## config.mk

```make
export PLATFORM = sky130hd
export DESIGN_NAME = gpio_port_pin_control
export DESIGN_NICKNAME = d
export VERILOG_FILES = /design/src/design/gpio_port_pkg.sv /design/src/design/gpio_pin_slice.sv /design/src/design/gpio_port_pin_control.sv
export SDC_FILE = /design/constraint.sdc
export NUM_CORES = 1
export LEC_CHECK = 0
export BUFFER_PORTS_ARGS = -buffer_cell sky130_fd_sc_hd__buf_2
export CAP_MARGIN = 20
export CORE_MARGIN = 2
export CORE_UTILIZATION = 45
export CTS_BUF_LIST = sky130_fd_sc_hd__clkbuf_2 sky130_fd_sc_hd__clkbuf_4 sky130_fd_sc_hd__clkbuf_8
export DETAILED_ROUTE_END_ITERATION = 6
export PLACE_DENSITY = 0.74
export SETUP_SLACK_MARGIN = 0.5
export SYNTH_ARGS = -nofsm -noshare
export SYNTH_HDL_FRONTEND = slang
export SYNTH_SLANG_ARGS = --single-unit
```

## constraint.sdc

```tcl
create_clock -name core_clk_i -period 1.8 [get_ports core_clk_i]
set_input_delay 0.18 -clock core_clk_i [delete_from_list [all_inputs] [get_ports core_clk_i]]
set_output_delay 0.18 -clock core_clk_i [all_outputs]
set_load 0.01 [all_outputs]
```

## src/design/gpio_port_pkg.sv

```systemverilog
/*
  Constants and types shared by the GPIO port pin-control block.
  Assumes a single 125 MHz core clock and a synchronous active-high reset.
*/
package gpio_port_pkg;

  localparam int PIN_COUNT = 8;

  // Pin control mode, two bits per pin
  typedef enum logic [1:0] {
    MODE_SW_IN  = 2'h0,
    MODE_SW_OUT = 2'h1,
    MODE_HW     = 2'h2
  } pin_mode_type;

  // Interrupt detection, three bits per pin
  typedef enum logic [2:0] {
    DET_FALLING = 3'h0,
    DET_RISING  = 3'h1,
    DET_BOTH    = 3'h2,
    DET_LOW     = 3'h3,
    DET_HIGH    = 3'h4
  } detect_type;

  // Drive strength code, two bits per pin; slew control exists only with 8 mA
  typedef enum logic [1:0] {
    DRIVE_2MA    = 2'h0,
    DRIVE_4MA    = 2'h1,
    DRIVE_8MA    = 2'h2,
    DRIVE_8MA_SC = 2'h3
  } drive_type;

  // Per-pin configuration commands
  typedef enum logic [3:0] {
    CMD_NONE       = 4'h0,
    CMD_DIR_MODE   = 4'h1,
    CMD_INT_TYPE   = 4'h2,
    CMD_PAD_CFG    = 4'h3,
    CMD_INT_ENABLE = 4'h4,
    CMD_INT_DISABLE= 4'h5,
    CMD_INT_CLEAR  = 4'h6,
    CMD_ADC_ENABLE = 4'h7,
    CMD_ADC_DISABLE= 4'h8,
    CMD_ALT_SELECT = 4'h9,
    CMD_GPIO_SELECT= 4'ha
  } command_type;

  // Values after reset
  localparam logic [1:0] MODE_RESET = 2'h0;
  localparam logic [2:0] DETECT_RESET = 3'h0;
  localparam logic [1:0] DRIVE_RESET = 2'h0;
  localparam logic [7:0] DATA_RESET = 8'h00;
  localparam logic [7:0] MASK_RESET = 8'h00;

  // Data access address: the pin-select mask sits in address bits [9:2]
  localparam int DATA_ADDR_WIDTH = 10;
  localparam int MASK_ADDR_LSB = 2;

  // Read latency of the data port, in clock cycles
  localparam int READ_LATENCY_CYCLES = 1;

endpackage : gpio_port_pkg

```

## src/design/gpio_pin_slice.sv

```systemverilog
/*
  One pin of the GPIO port: pin synchroniser, pad control and event detection.
  Assumes the configuration inputs come from the same clock domain.
*/
module gpio_pin_slice (
  // Clock and reset
  input wire logic core_clk_i,
  input wire logic sys_rst_i,
  // Configuration
  input wire logic [1:0] mode_i,
  input wire logic [2:0] detect_i,
  input wire logic open_drain_i,
  input wire logic sw_data_i,
  input wire logic hw_out_i,
  input wire logic hw_oe_i,
  input wire logic alt_select_i,
  input wire logic int_clear_i,
  // Pad
  input wire logic pad_i,
  output logic pad_o,
  output logic pad_oe_o,
  // State
  output logic level_o,
  output logic raw_status_o
);
  import gpio_port_pkg::*;

  logic [2:0] warm_reg;
  logic sync1_reg;
  logic sync2_reg;
  logic prev_reg;
  logic edge_flag_reg;
  logic rise;
  logic fall;
  logic edge_hit;
  logic drive_value;
  logic drive_enable;

  // Two flops before any logic sees the pad
  always_ff @(posedge core_clk_i) begin
    if (sys_rst_i) begin
      sync1_reg <= 1'b0;
      sync2_reg <= 1'b0;
      prev_reg <= 1'b0;
    end else begin
      sync1_reg <= pad_i;
      sync2_reg <= sync1_reg;
      prev_reg <= sync2_reg;
    end
  end

  // Edges wait until both synchroniser flops and the previous-value flop hold pad
  // samples, so a pin that idles high gives no false edge after reset
  always_ff @(posedge core_clk_i) begin
    if (sys_rst_i) begin
      warm_reg <= 3'h0;
    end else begin
      warm_reg <= {warm_reg[1:0], 1'b1};
    end
  end

  assign rise = warm_reg[2] & sync2_reg & ~prev_reg;
  assign fall = warm_reg[2] & ~sync2_reg & prev_reg;

  always_comb begin
    case (detect_i)
      DET_FALLING: edge_hit = fall;
      DET_RISING: edge_hit = rise;
      DET_BOTH: edge_hit = rise | fall;
      default: edge_hit = 1'b0;
    endcase
  end

  // Edges latch until cleared; a new edge in the clear cycle wins
  always_ff @(posedge core_clk_i) begin
    if (sys_rst_i) begin
      edge_flag_reg <= 1'b0;
    end else if (edge_hit) begin
      edge_flag_reg <= 1'b1;
    end else if (int_clear_i) begin
      edge_flag_reg <= 1'b0;
    end
  end

  // Level types follow the pin directly in software input mode and read zero in other modes, so clear has no lasting effect on them
  always_comb begin
    case (detect_i)
      DET_LOW: raw_status_o = ~sync2_reg & (mode_i == MODE_SW_IN);
      DET_HIGH: raw_status_o = sync2_reg & (mode_i == MODE_SW_IN);
      default: raw_status_o = edge_flag_reg;
    endcase
  end

  // Hardware mode hands value to the peripheral, and direction too once the pin's alternate function is selected
  always_comb begin
    if (mode_i == MODE_HW) begin
      drive_value = hw_out_i;
      drive_enable = hw_oe_i & alt_select_i;
    end else begin
      drive_value = sw_data_i;
      drive_enable = (mode_i == MODE_SW_OUT);
    end
  end

  // Open drain only ever pulls low
  assign pad_o = open_drain_i ? 1'b0 : drive_value;
  assign pad_oe_o = open_drain_i ? (drive_enable & ~drive_value) : drive_enable;
  assign level_o = sync2_reg;

endmodule // gpio_pin_slice

```

## src/design/gpio_port_pin_control.sv

```systemverilog
/*
  GPIO port of up to eight pins: direction/mode, pad configuration, interrupt
  detection with enable and clear, masked data access, and conversion trigger.
  Assumes a single core clock, synchronous reset, and controls as plain ports
  driven from logic in the same clock domain; pads arrive asynchronously.
*/
module gpio_port_pin_control #(
  parameter int PINS = gpio_port_pkg::PIN_COUNT,
  parameter bit LEGACY_PULLUP = 1'b0
) (
  // Clock and reset
  input wire logic core_clk_i,
  input wire logic sys_rst_i,
  // Multi-pin configuration command
  input wire logic cmd_valid_i,
  input wire gpio_port_pkg::command_type cmd_i,
  input wire logic [7:0] pin_select_mask_i,
  input wire logic [1:0] pin_direction_mode_i,
  input wire logic [2:0] int_type_i,
  input wire logic [1:0] drive_i,
  input wire logic weak_pullup_i,
  input wire logic weak_pulldown_i,
  input wire logic open_drain_i,
  // Single-pin readback
  input wire logic [2:0] single_pin_index_i,
  output logic [1:0] pin_direction_mode_o,
  output logic [2:0] int_type_o,
  output logic [1:0] drive_o,
  output logic weak_pullup_o,
  output logic weak_pulldown_o,
  output logic open_drain_o,
  output logic alt_select_o,
  output logic hardware_controlled_pin_o,
  // Address-masked data access
  input wire logic data_wr_i,
  input wire logic data_rd_i,
  input wire logic [gpio_port_pkg::DATA_ADDR_WIDTH-1:0] data_addr_i,
  input wire logic [7:0] data_wdata_i,
  output logic [7:0] data_rdata_o,
  output logic data_rvalid_o,
  // Interrupt status
  input wire logic status_masked_select_i,
  output logic [7:0] int_status_o,
  output logic int_o,
  // Conversion trigger
  output logic adc_trigger_o,
  // Peripheral side
  input wire logic [7:0] hw_out_i,
  input wire logic [7:0] hw_oe_i,
  output logic [7:0] hw_in_o,
  // Pads
  input wire logic [7:0] pad_i,
  output logic [7:0] pad_o,
  output logic [7:0] pad_oe_o,
  output logic [7:0] pad_drive_o,
  output logic [7:0] pad_slew_o,
  output logic [7:0] pad_pullup_o,
  output logic [7:0] pad_pulldown_o
);
  import gpio_port_pkg::*;

  logic [1:0] mode_reg [PINS];
  logic [2:0] detect_reg [PINS];
  logic [1:0] drive_reg [PINS];
  logic [7:0] pullup_reg;
  logic [7:0] pulldown_reg;
  logic [7:0] open_drain_reg;
  logic [7:0] alt_reg;
  logic [7:0] int_en_reg;
  logic [7:0] adc_en_reg;
  logic [7:0] data_reg;
  logic [7:0] rdata_reg;
  logic rvalid_reg;
  logic [7:0] level;
  logic [7:0] raw_status;
  logic [7:0] raw_status_prev_reg;
  logic [7:0] int_clear;
  logic [7:0] sel;
  logic [7:0] access_mask;
  logic [7:0] present;

  // Pins numbered PINS and above are not built and read as zero
  assign present = 8'(({8'h00, 8'hff} >> (8 - PINS)) & 16'h00ff);
  assign sel = pin_select_mask_i & present;
  assign access_mask = data_addr_i[MASK_ADDR_LSB +: 8] & present;
  // Clear acts in the command cycle; each slice lets a new edge win over it
  assign int_clear = (cmd_valid_i && cmd_i == CMD_INT_CLEAR) ? sel : 8'h00;

  // Direction and mode
  always_ff @(posedge core_clk_i) begin
    for (int i = 0; i < PINS; i++) begin
      if (sys_rst_i) begin
        mode_reg[i] <= MODE_RESET;
      end else if (cmd_valid_i && cmd_i == CMD_DIR_MODE && sel[i]) begin
        mode_reg[i] <= pin_direction_mode_i;
      end
    end
  end

  // Interrupt detection type
  always_ff @(posedge core_clk_i) begin
    for (int i = 0; i < PINS; i++) begin
      if (sys_rst_i) begin
        detect_reg[i] <= DETECT_RESET;
      end else if (cmd_valid_i && cmd_i == CMD_INT_TYPE && sel[i]) begin
        detect_reg[i] <= int_type_i;
      end
    end
  end

  // Pad configuration
  always_ff @(posedge core_clk_i) begin
    for (int i = 0; i < PINS; i++) begin
      if (sys_rst_i) begin
        drive_reg[i] <= DRIVE_RESET;
      end else if (cmd_valid_i && cmd_i == CMD_PAD_CFG && sel[i]) begin
        drive_reg[i] <= drive_i;
      end
    end
  end

  // Weak pulls; the older device class comes up with every built pin pulled up
  always_ff @(posedge core_clk_i) begin
    if (sys_rst_i) begin
      pullup_reg <= LEGACY_PULLUP ? present : MASK_RESET;
    end else if (cmd_valid_i && cmd_i == CMD_PAD_CFG) begin
      pullup_reg <= (pullup_reg & ~sel) | (sel & {8{weak_pullup_i}});
    end
  end

  always_ff @(posedge core_clk_i) begin
    if (sys_rst_i) begin
      pulldown_reg <= MASK_RESET;
    end else if (cmd_valid_i && cmd_i == CMD_PAD_CFG) begin
      pulldown_reg <= (pulldown_reg & ~sel) | (sel & {8{weak_pulldown_i}});
    end
  end

  // Open-drain type
  always_ff @(posedge core_clk_i) begin
    if (sys_rst_i) begin
      open_drain_reg <= MASK_RESET;
    end else if (cmd_valid_i && cmd_i == CMD_PAD_CFG) begin
      open_drain_reg <= (open_drain_reg & ~sel) | (sel & {8{open_drain_i}});
    end
  end

  // Function select
  always_ff @(posedge core_clk_i) begin
    if (sys_rst_i) begin
      alt_reg <= MASK_RESET;
    end else if (cmd_valid_i && cmd_i == CMD_ALT_SELECT) begin
      alt_reg <= alt_reg | sel;
    end else if (cmd_valid_i && cmd_i == CMD_GPIO_SELECT) begin
      alt_reg <= alt_reg & ~sel;
    end
  end

  // Interrupt enables
  always_ff @(posedge core_clk_i) begin
    if (sys_rst_i) begin
      int_en_reg <= MASK_RESET;
    end else if (cmd_valid_i && cmd_i == CMD_INT_ENABLE) begin
      int_en_reg <= int_en_reg | sel;
    end else if (cmd_valid_i && cmd_i == CMD_INT_DISABLE) begin
      int_en_reg <= int_en_reg & ~sel;
    end
  end

  // Conversion trigger enables
  always_ff @(posedge core_clk_i) begin
    if (sys_rst_i) begin
      adc_en_reg <= MASK_RESET;
    end else if (cmd_valid_i && cmd_i == CMD_ADC_ENABLE) begin
      adc_en_reg <= adc_en_reg | sel;
    end else if (cmd_valid_i && cmd_i == CMD_ADC_DISABLE) begin
      adc_en_reg <= adc_en_reg & ~sel;
    end
  end

  // Output data: one access writes every selected pin at once
  always_ff @(posedge core_clk_i) begin
    if (sys_rst_i) begin
      data_reg <= DATA_RESET;
    end else if (data_wr_i) begin
      data_reg <= (data_reg & ~access_mask) | (data_wdata_i & access_mask);
    end
  end

  // Read data is registered so the answer comes one cycle after the request
  always_ff @(posedge core_clk_i) begin
    if (sys_rst_i) begin
      rvalid_reg <= 1'b0;
    end else begin
      rvalid_reg <= data_rd_i;
    end
  end

  always_ff @(posedge core_clk_i) begin
    if (sys_rst_i) begin
      rdata_reg <= DATA_RESET;
    end else if (data_rd_i) begin
      rdata_reg <= level & access_mask;
    end
  end

  // Trigger fires on the rising of a pin's status; sharing it with the interrupt
  // means trigger pins keep interrupting when enabled
  always_ff @(posedge core_clk_i) begin
    if (sys_rst_i) begin
      raw_status_prev_reg <= MASK_RESET;
    end else begin
      raw_status_prev_reg <= raw_status;
    end
  end

  generate
    for (genvar g = 0; g < 8; g++) begin : g_pin
      if (g < PINS) begin : g_live
        gpio_pin_slice u_slice (
          .core_clk_i(core_clk_i),
          .sys_rst_i(sys_rst_i),
          .mode_i(mode_reg[g]),
          .detect_i(detect_reg[g]),
          .open_drain_i(open_drain_reg[g]),
          .sw_data_i(data_reg[g]),
          .hw_out_i(hw_out_i[g]),
          .hw_oe_i(hw_oe_i[g]),
          .alt_select_i(alt_reg[g]),
          .int_clear_i(int_clear[g]),
          .pad_i(pad_i[g]),
          .pad_o(pad_o[g]),
          .pad_oe_o(pad_oe_o[g]),
          .level_o(level[g]),
          .raw_status_o(raw_status[g])
        );
        // Only the 8 mA choice reaches the pad; 2 and 4 mA are told apart in readback
        assign pad_drive_o[g] = (drive_reg[g] == DRIVE_8MA) || (drive_reg[g] == DRIVE_8MA_SC);
        assign pad_slew_o[g] = (drive_reg[g] == DRIVE_8MA_SC);
      end else begin : g_absent
        assign pad_o[g] = 1'b0;
        assign pad_oe_o[g] = 1'b0;
        assign level[g] = 1'b0;
        assign raw_status[g] = 1'b0;
        assign pad_drive_o[g] = 1'b0;
        assign pad_slew_o[g] = 1'b0;
      end
    end
  endgenerate

  assign pad_pullup_o = pullup_reg;
  assign pad_pulldown_o = pulldown_reg;
  assign hw_in_o = level & alt_reg;
  assign data_rdata_o = rdata_reg;
  assign data_rvalid_o = rvalid_reg;

  assign int_status_o = status_masked_select_i ? (raw_status & int_en_reg) : raw_status;
  assign int_o = |(raw_status & int_en_reg);
  assign adc_trigger_o = |(raw_status & ~raw_status_prev_reg & adc_en_reg);

  // Single-pin readback by pin number
  always_comb begin
    pin_direction_mode_o = 2'h0;
    int_type_o = 3'h0;
    drive_o = 2'h0;
    if (32'(single_pin_index_i) < PINS) begin
      pin_direction_mode_o = mode_reg[single_pin_index_i];
      int_type_o = detect_reg[single_pin_index_i];
      drive_o = drive_reg[single_pin_index_i];
    end
  end

  // Bits of unbuilt pins are never set, so these read zero for them
  assign weak_pullup_o = pullup_reg[single_pin_index_i];
  assign weak_pulldown_o = pulldown_reg[single_pin_index_i];
  assign open_drain_o = open_drain_reg[single_pin_index_i];
  assign alt_select_o = alt_reg[single_pin_index_i];
  assign hardware_controlled_pin_o = (pin_direction_mode_o == MODE_HW);

endmodule // gpio_port_pin_control

```

==> qor.txt <==
final hold viol count = 0
vias post-DR = 7894
FMAX = 439 MHz
layout cells sized above 1 = 42.5%
synthesis-stage register bit count = 164
Vias/cell = 5.80
Wirelength per Cell = 20.5 um
RSZ-0062 raised after global routing = true
Max FO, Critical Path = 3
Synth Area per Inst = 9.49 um^2
Final Cell Area = 0.0115 mm^2
Max-Cap Viols = 0
die area = 0.0195 mm^2
VDD IR-drop max = 517 uV
Area Growth Syn to Fin = 38.5%
drt pass-1 iters = 5
post-detail-place hpwl = 18.6 mm
Post-DRT Antenna Nets = 0
CTS tree = done
Seq/Total Area, Yosys = 46.3%
leakage power = 0.00473 uW
pwr dens = 695 mW/mm^2
Final Net Count = 1193
final WL = 27.9 mm
worst r2r src = detect_reg[6][1]
Largest stage delay, worst path = 0.47 ns
Global Route Usage Sum = 26.9%
# H-tree levels = 4
Slowest-stage cell, CP = edfxtp_1
# fillers = 1347
clock-pin transition on the worst setup and hold timing paths = 0.09 ns
row count = 49
min cycle time layout = 2.28 ns
Top FF cell, synth = dfxtp_1
post-route insts no fill = 1362
post-synthesis cell count = 874
dominant cells by area after synthesis = dfxtp_1 26%, edfxtp_1 20%, nand2_1 5.6%, mux4_1 4.1%, a21oi_1 3.9%
Synth area leader = dfxtp_1
worst min path class = in -> reg
CTS Root Cell = clkbuf_8
DR DRC count = 0
Starting Density = 46.0%
CP startpoint kind = flip-flop
setup TNS = -6.80 ns
Max clock buf depth = 2
synth cell count leaders = 124 x nand2_1, 108 x dfxtp_1, 64 x a21oi_1
WHS Path Cells = 3
first-pass GRT wire length = 40.5 mm
Die H = 140 um
GPL Wtd Cong = 0.950
Setup Viol. Count Final = 31
Ant. Diodes = 0
total congestion overflow = 0
DP Worst Slack = 0.00969 ns
Post-synth EDFFs = 56
largest net degree at the start of global routing = 78
min-delay src = data_addr_i[2]
Slew HR = 64.2%
fin util = 63.7%
initial antenna violation count = 0
most common cell in the netlist = nand2_1
flop2flop setup slack = 0.19 ns
CP Cell Sequence = nor4bb_4, a31oi_2, or4_1, o2111a_1, nand4_1, buf_2
R2R Path End = g_pin[6].g_live.u_slice.edge_flag_reg
Post-DP Area = 0.00966 mm^2
Critical path origin = detect_reg[4][2]
Synth warnings = 0
final slew viol count = 0
skew final = 0.0146 ns
arrival time worst endpoint = 2.10 ns
Data required, critical path = 1.62 ns
vias in the first global route = 7348
1st-iter DRT viols = 786
final setup margin = -0.478 ns
violated checks = setup timing
Mapped Area = 0.00829 mm^2
post-synthesis net count = 947
# IOs = 160
status = finished, violations left
Synth top area share = 26.1%
Synth cell types = 58
IO buf count = 157
worst skew pair latency = 0.47 ns
dpl cells = 1243
Die Wd = 140 um
worst slew pin tran = 0.537 ns
Worst Reg2Reg Path Length in Cells = 7
Crit. End Element = output pin
TritonCTS sink count = 164
post-synthesis async set-or-reset flop share = 0%
WS Path Type = reg -> out
core box area = 0.0180 mm^2
fin crit share = 127%
Num CTS Buffers = 17
-- cells in the final DEF (no fill, tap or decap), types with 6 or more instances in the layout --
cell type,instances
buf_2,128
nand2_1,111
buf_6,77
dfxtp_1,75
buf_4,72
nor2_1,57
edfxtp_1,56
a21oi_1,52
nand3_1,40
and2_1,36
nor2b_1,30
and3_1,26
mux4_2,22
nand2b_1,21
dfxtp_2,21
inv_1,20
dlygate4sd3_1,20
a22oi_1,19
clkbuf_8,18
mux2_4,12
a21oi_2,12
and2_4,12
dfxtp_4,12
a21o_1,9
a311oi_1,9
nor2b_4,9
a32oi_1,8
mux2i_1,8
nand3_2,8
nand2_2,7
nand4bb_1,6
o21ai_1,6
nand2_4,6
-- stage by stage --
step	hold slack, ns	total power, uW
5_1_grt	0.00735	8230
6_report	0.0172	7990
3_5_place_dp	0.395	5140
3_3_place_gp	0.401	5120
4_1_cts	0.00178	7870
2_1_floorplan	0.308	4730
-- routing by layer --
metal  part of all wire (%)  routed length [um]  vias up  global-route usage [%]
met5                      0                   0        -                       0
met2                     48               13400      446                    44.5
met1                     41               11300     3786                    35.4
met4                    3.6                 990        0                    9.95
met3                    8.0                2240       77                    4.54
li1                       -                   -     3585                       -
-- area by class of cell --
type	count	area, um^2	area share (%)
multi-input cells	615	4480	39.0
flip-flops and latches	164	3920	34.1
repair buffers	302	2350	20.5
well taps	229	287	2.50
clock buffers	19	255	2.22
clock inverters	13	121	1.06
inverters	20	75.1	0.654
-- cell families (layout without fill, tap and decap cells) --
family / count (synthesis) / count (layout) / share of synthesized area [%]
AO/OA/AOI/OAI: 156 / 156 / 12.6
XOR/XNOR: 7 / 7 / 0.739
buffers and inverters: 95 / 354 / 5.45
flip-flops: 164 / 164 / 46.3
multiplexers: 42 / 42 / 9.16
AND/OR/NAND/NOR: 410 / 410 / 25.7
-- timing repair --
| action | 4_1_cts | 5_1_grt |
|---|---|---|
| setup endpoints to repair | 66 | 72 |
| gates cloned | 0 | 0 |
| setup buffers | 47 | 20 |
| hold endpoints to repair | 18 | 0 |
| pin swaps | 47 | 31 |
| hold buffers | 20 | 0 |
| resized for setup | 158 | 58 |
-- worst max-delay path by stage --
stage,end,slack [ns],cells after the start
finish,adc_trigger_o,-0.48,6
global route,adc_trigger_o,-0.59,6
CTS,adc_trigger_o,-0.44,6
detailed placement,adc_trigger_o,0.01,7
global placement,int_o,0.04,6
floorplan,int_o,0.22,5
-- worst max-delay path: cells and delay by family (launching register included) --
kind / cells / cell delay, ns
AOI/OAI and AO/OA: 2 / 0.21
DFF: 1 / 0.47
and+or+nand+nor: 3 / 0.81
buffers and inverters: 1 / 0.14
-- where the power goes --
part	switching, uW	internal (uW)
Sequential	130	3940
Combinational	659	654
Clock	1440	1160
(Power assumes the default switching activity.)
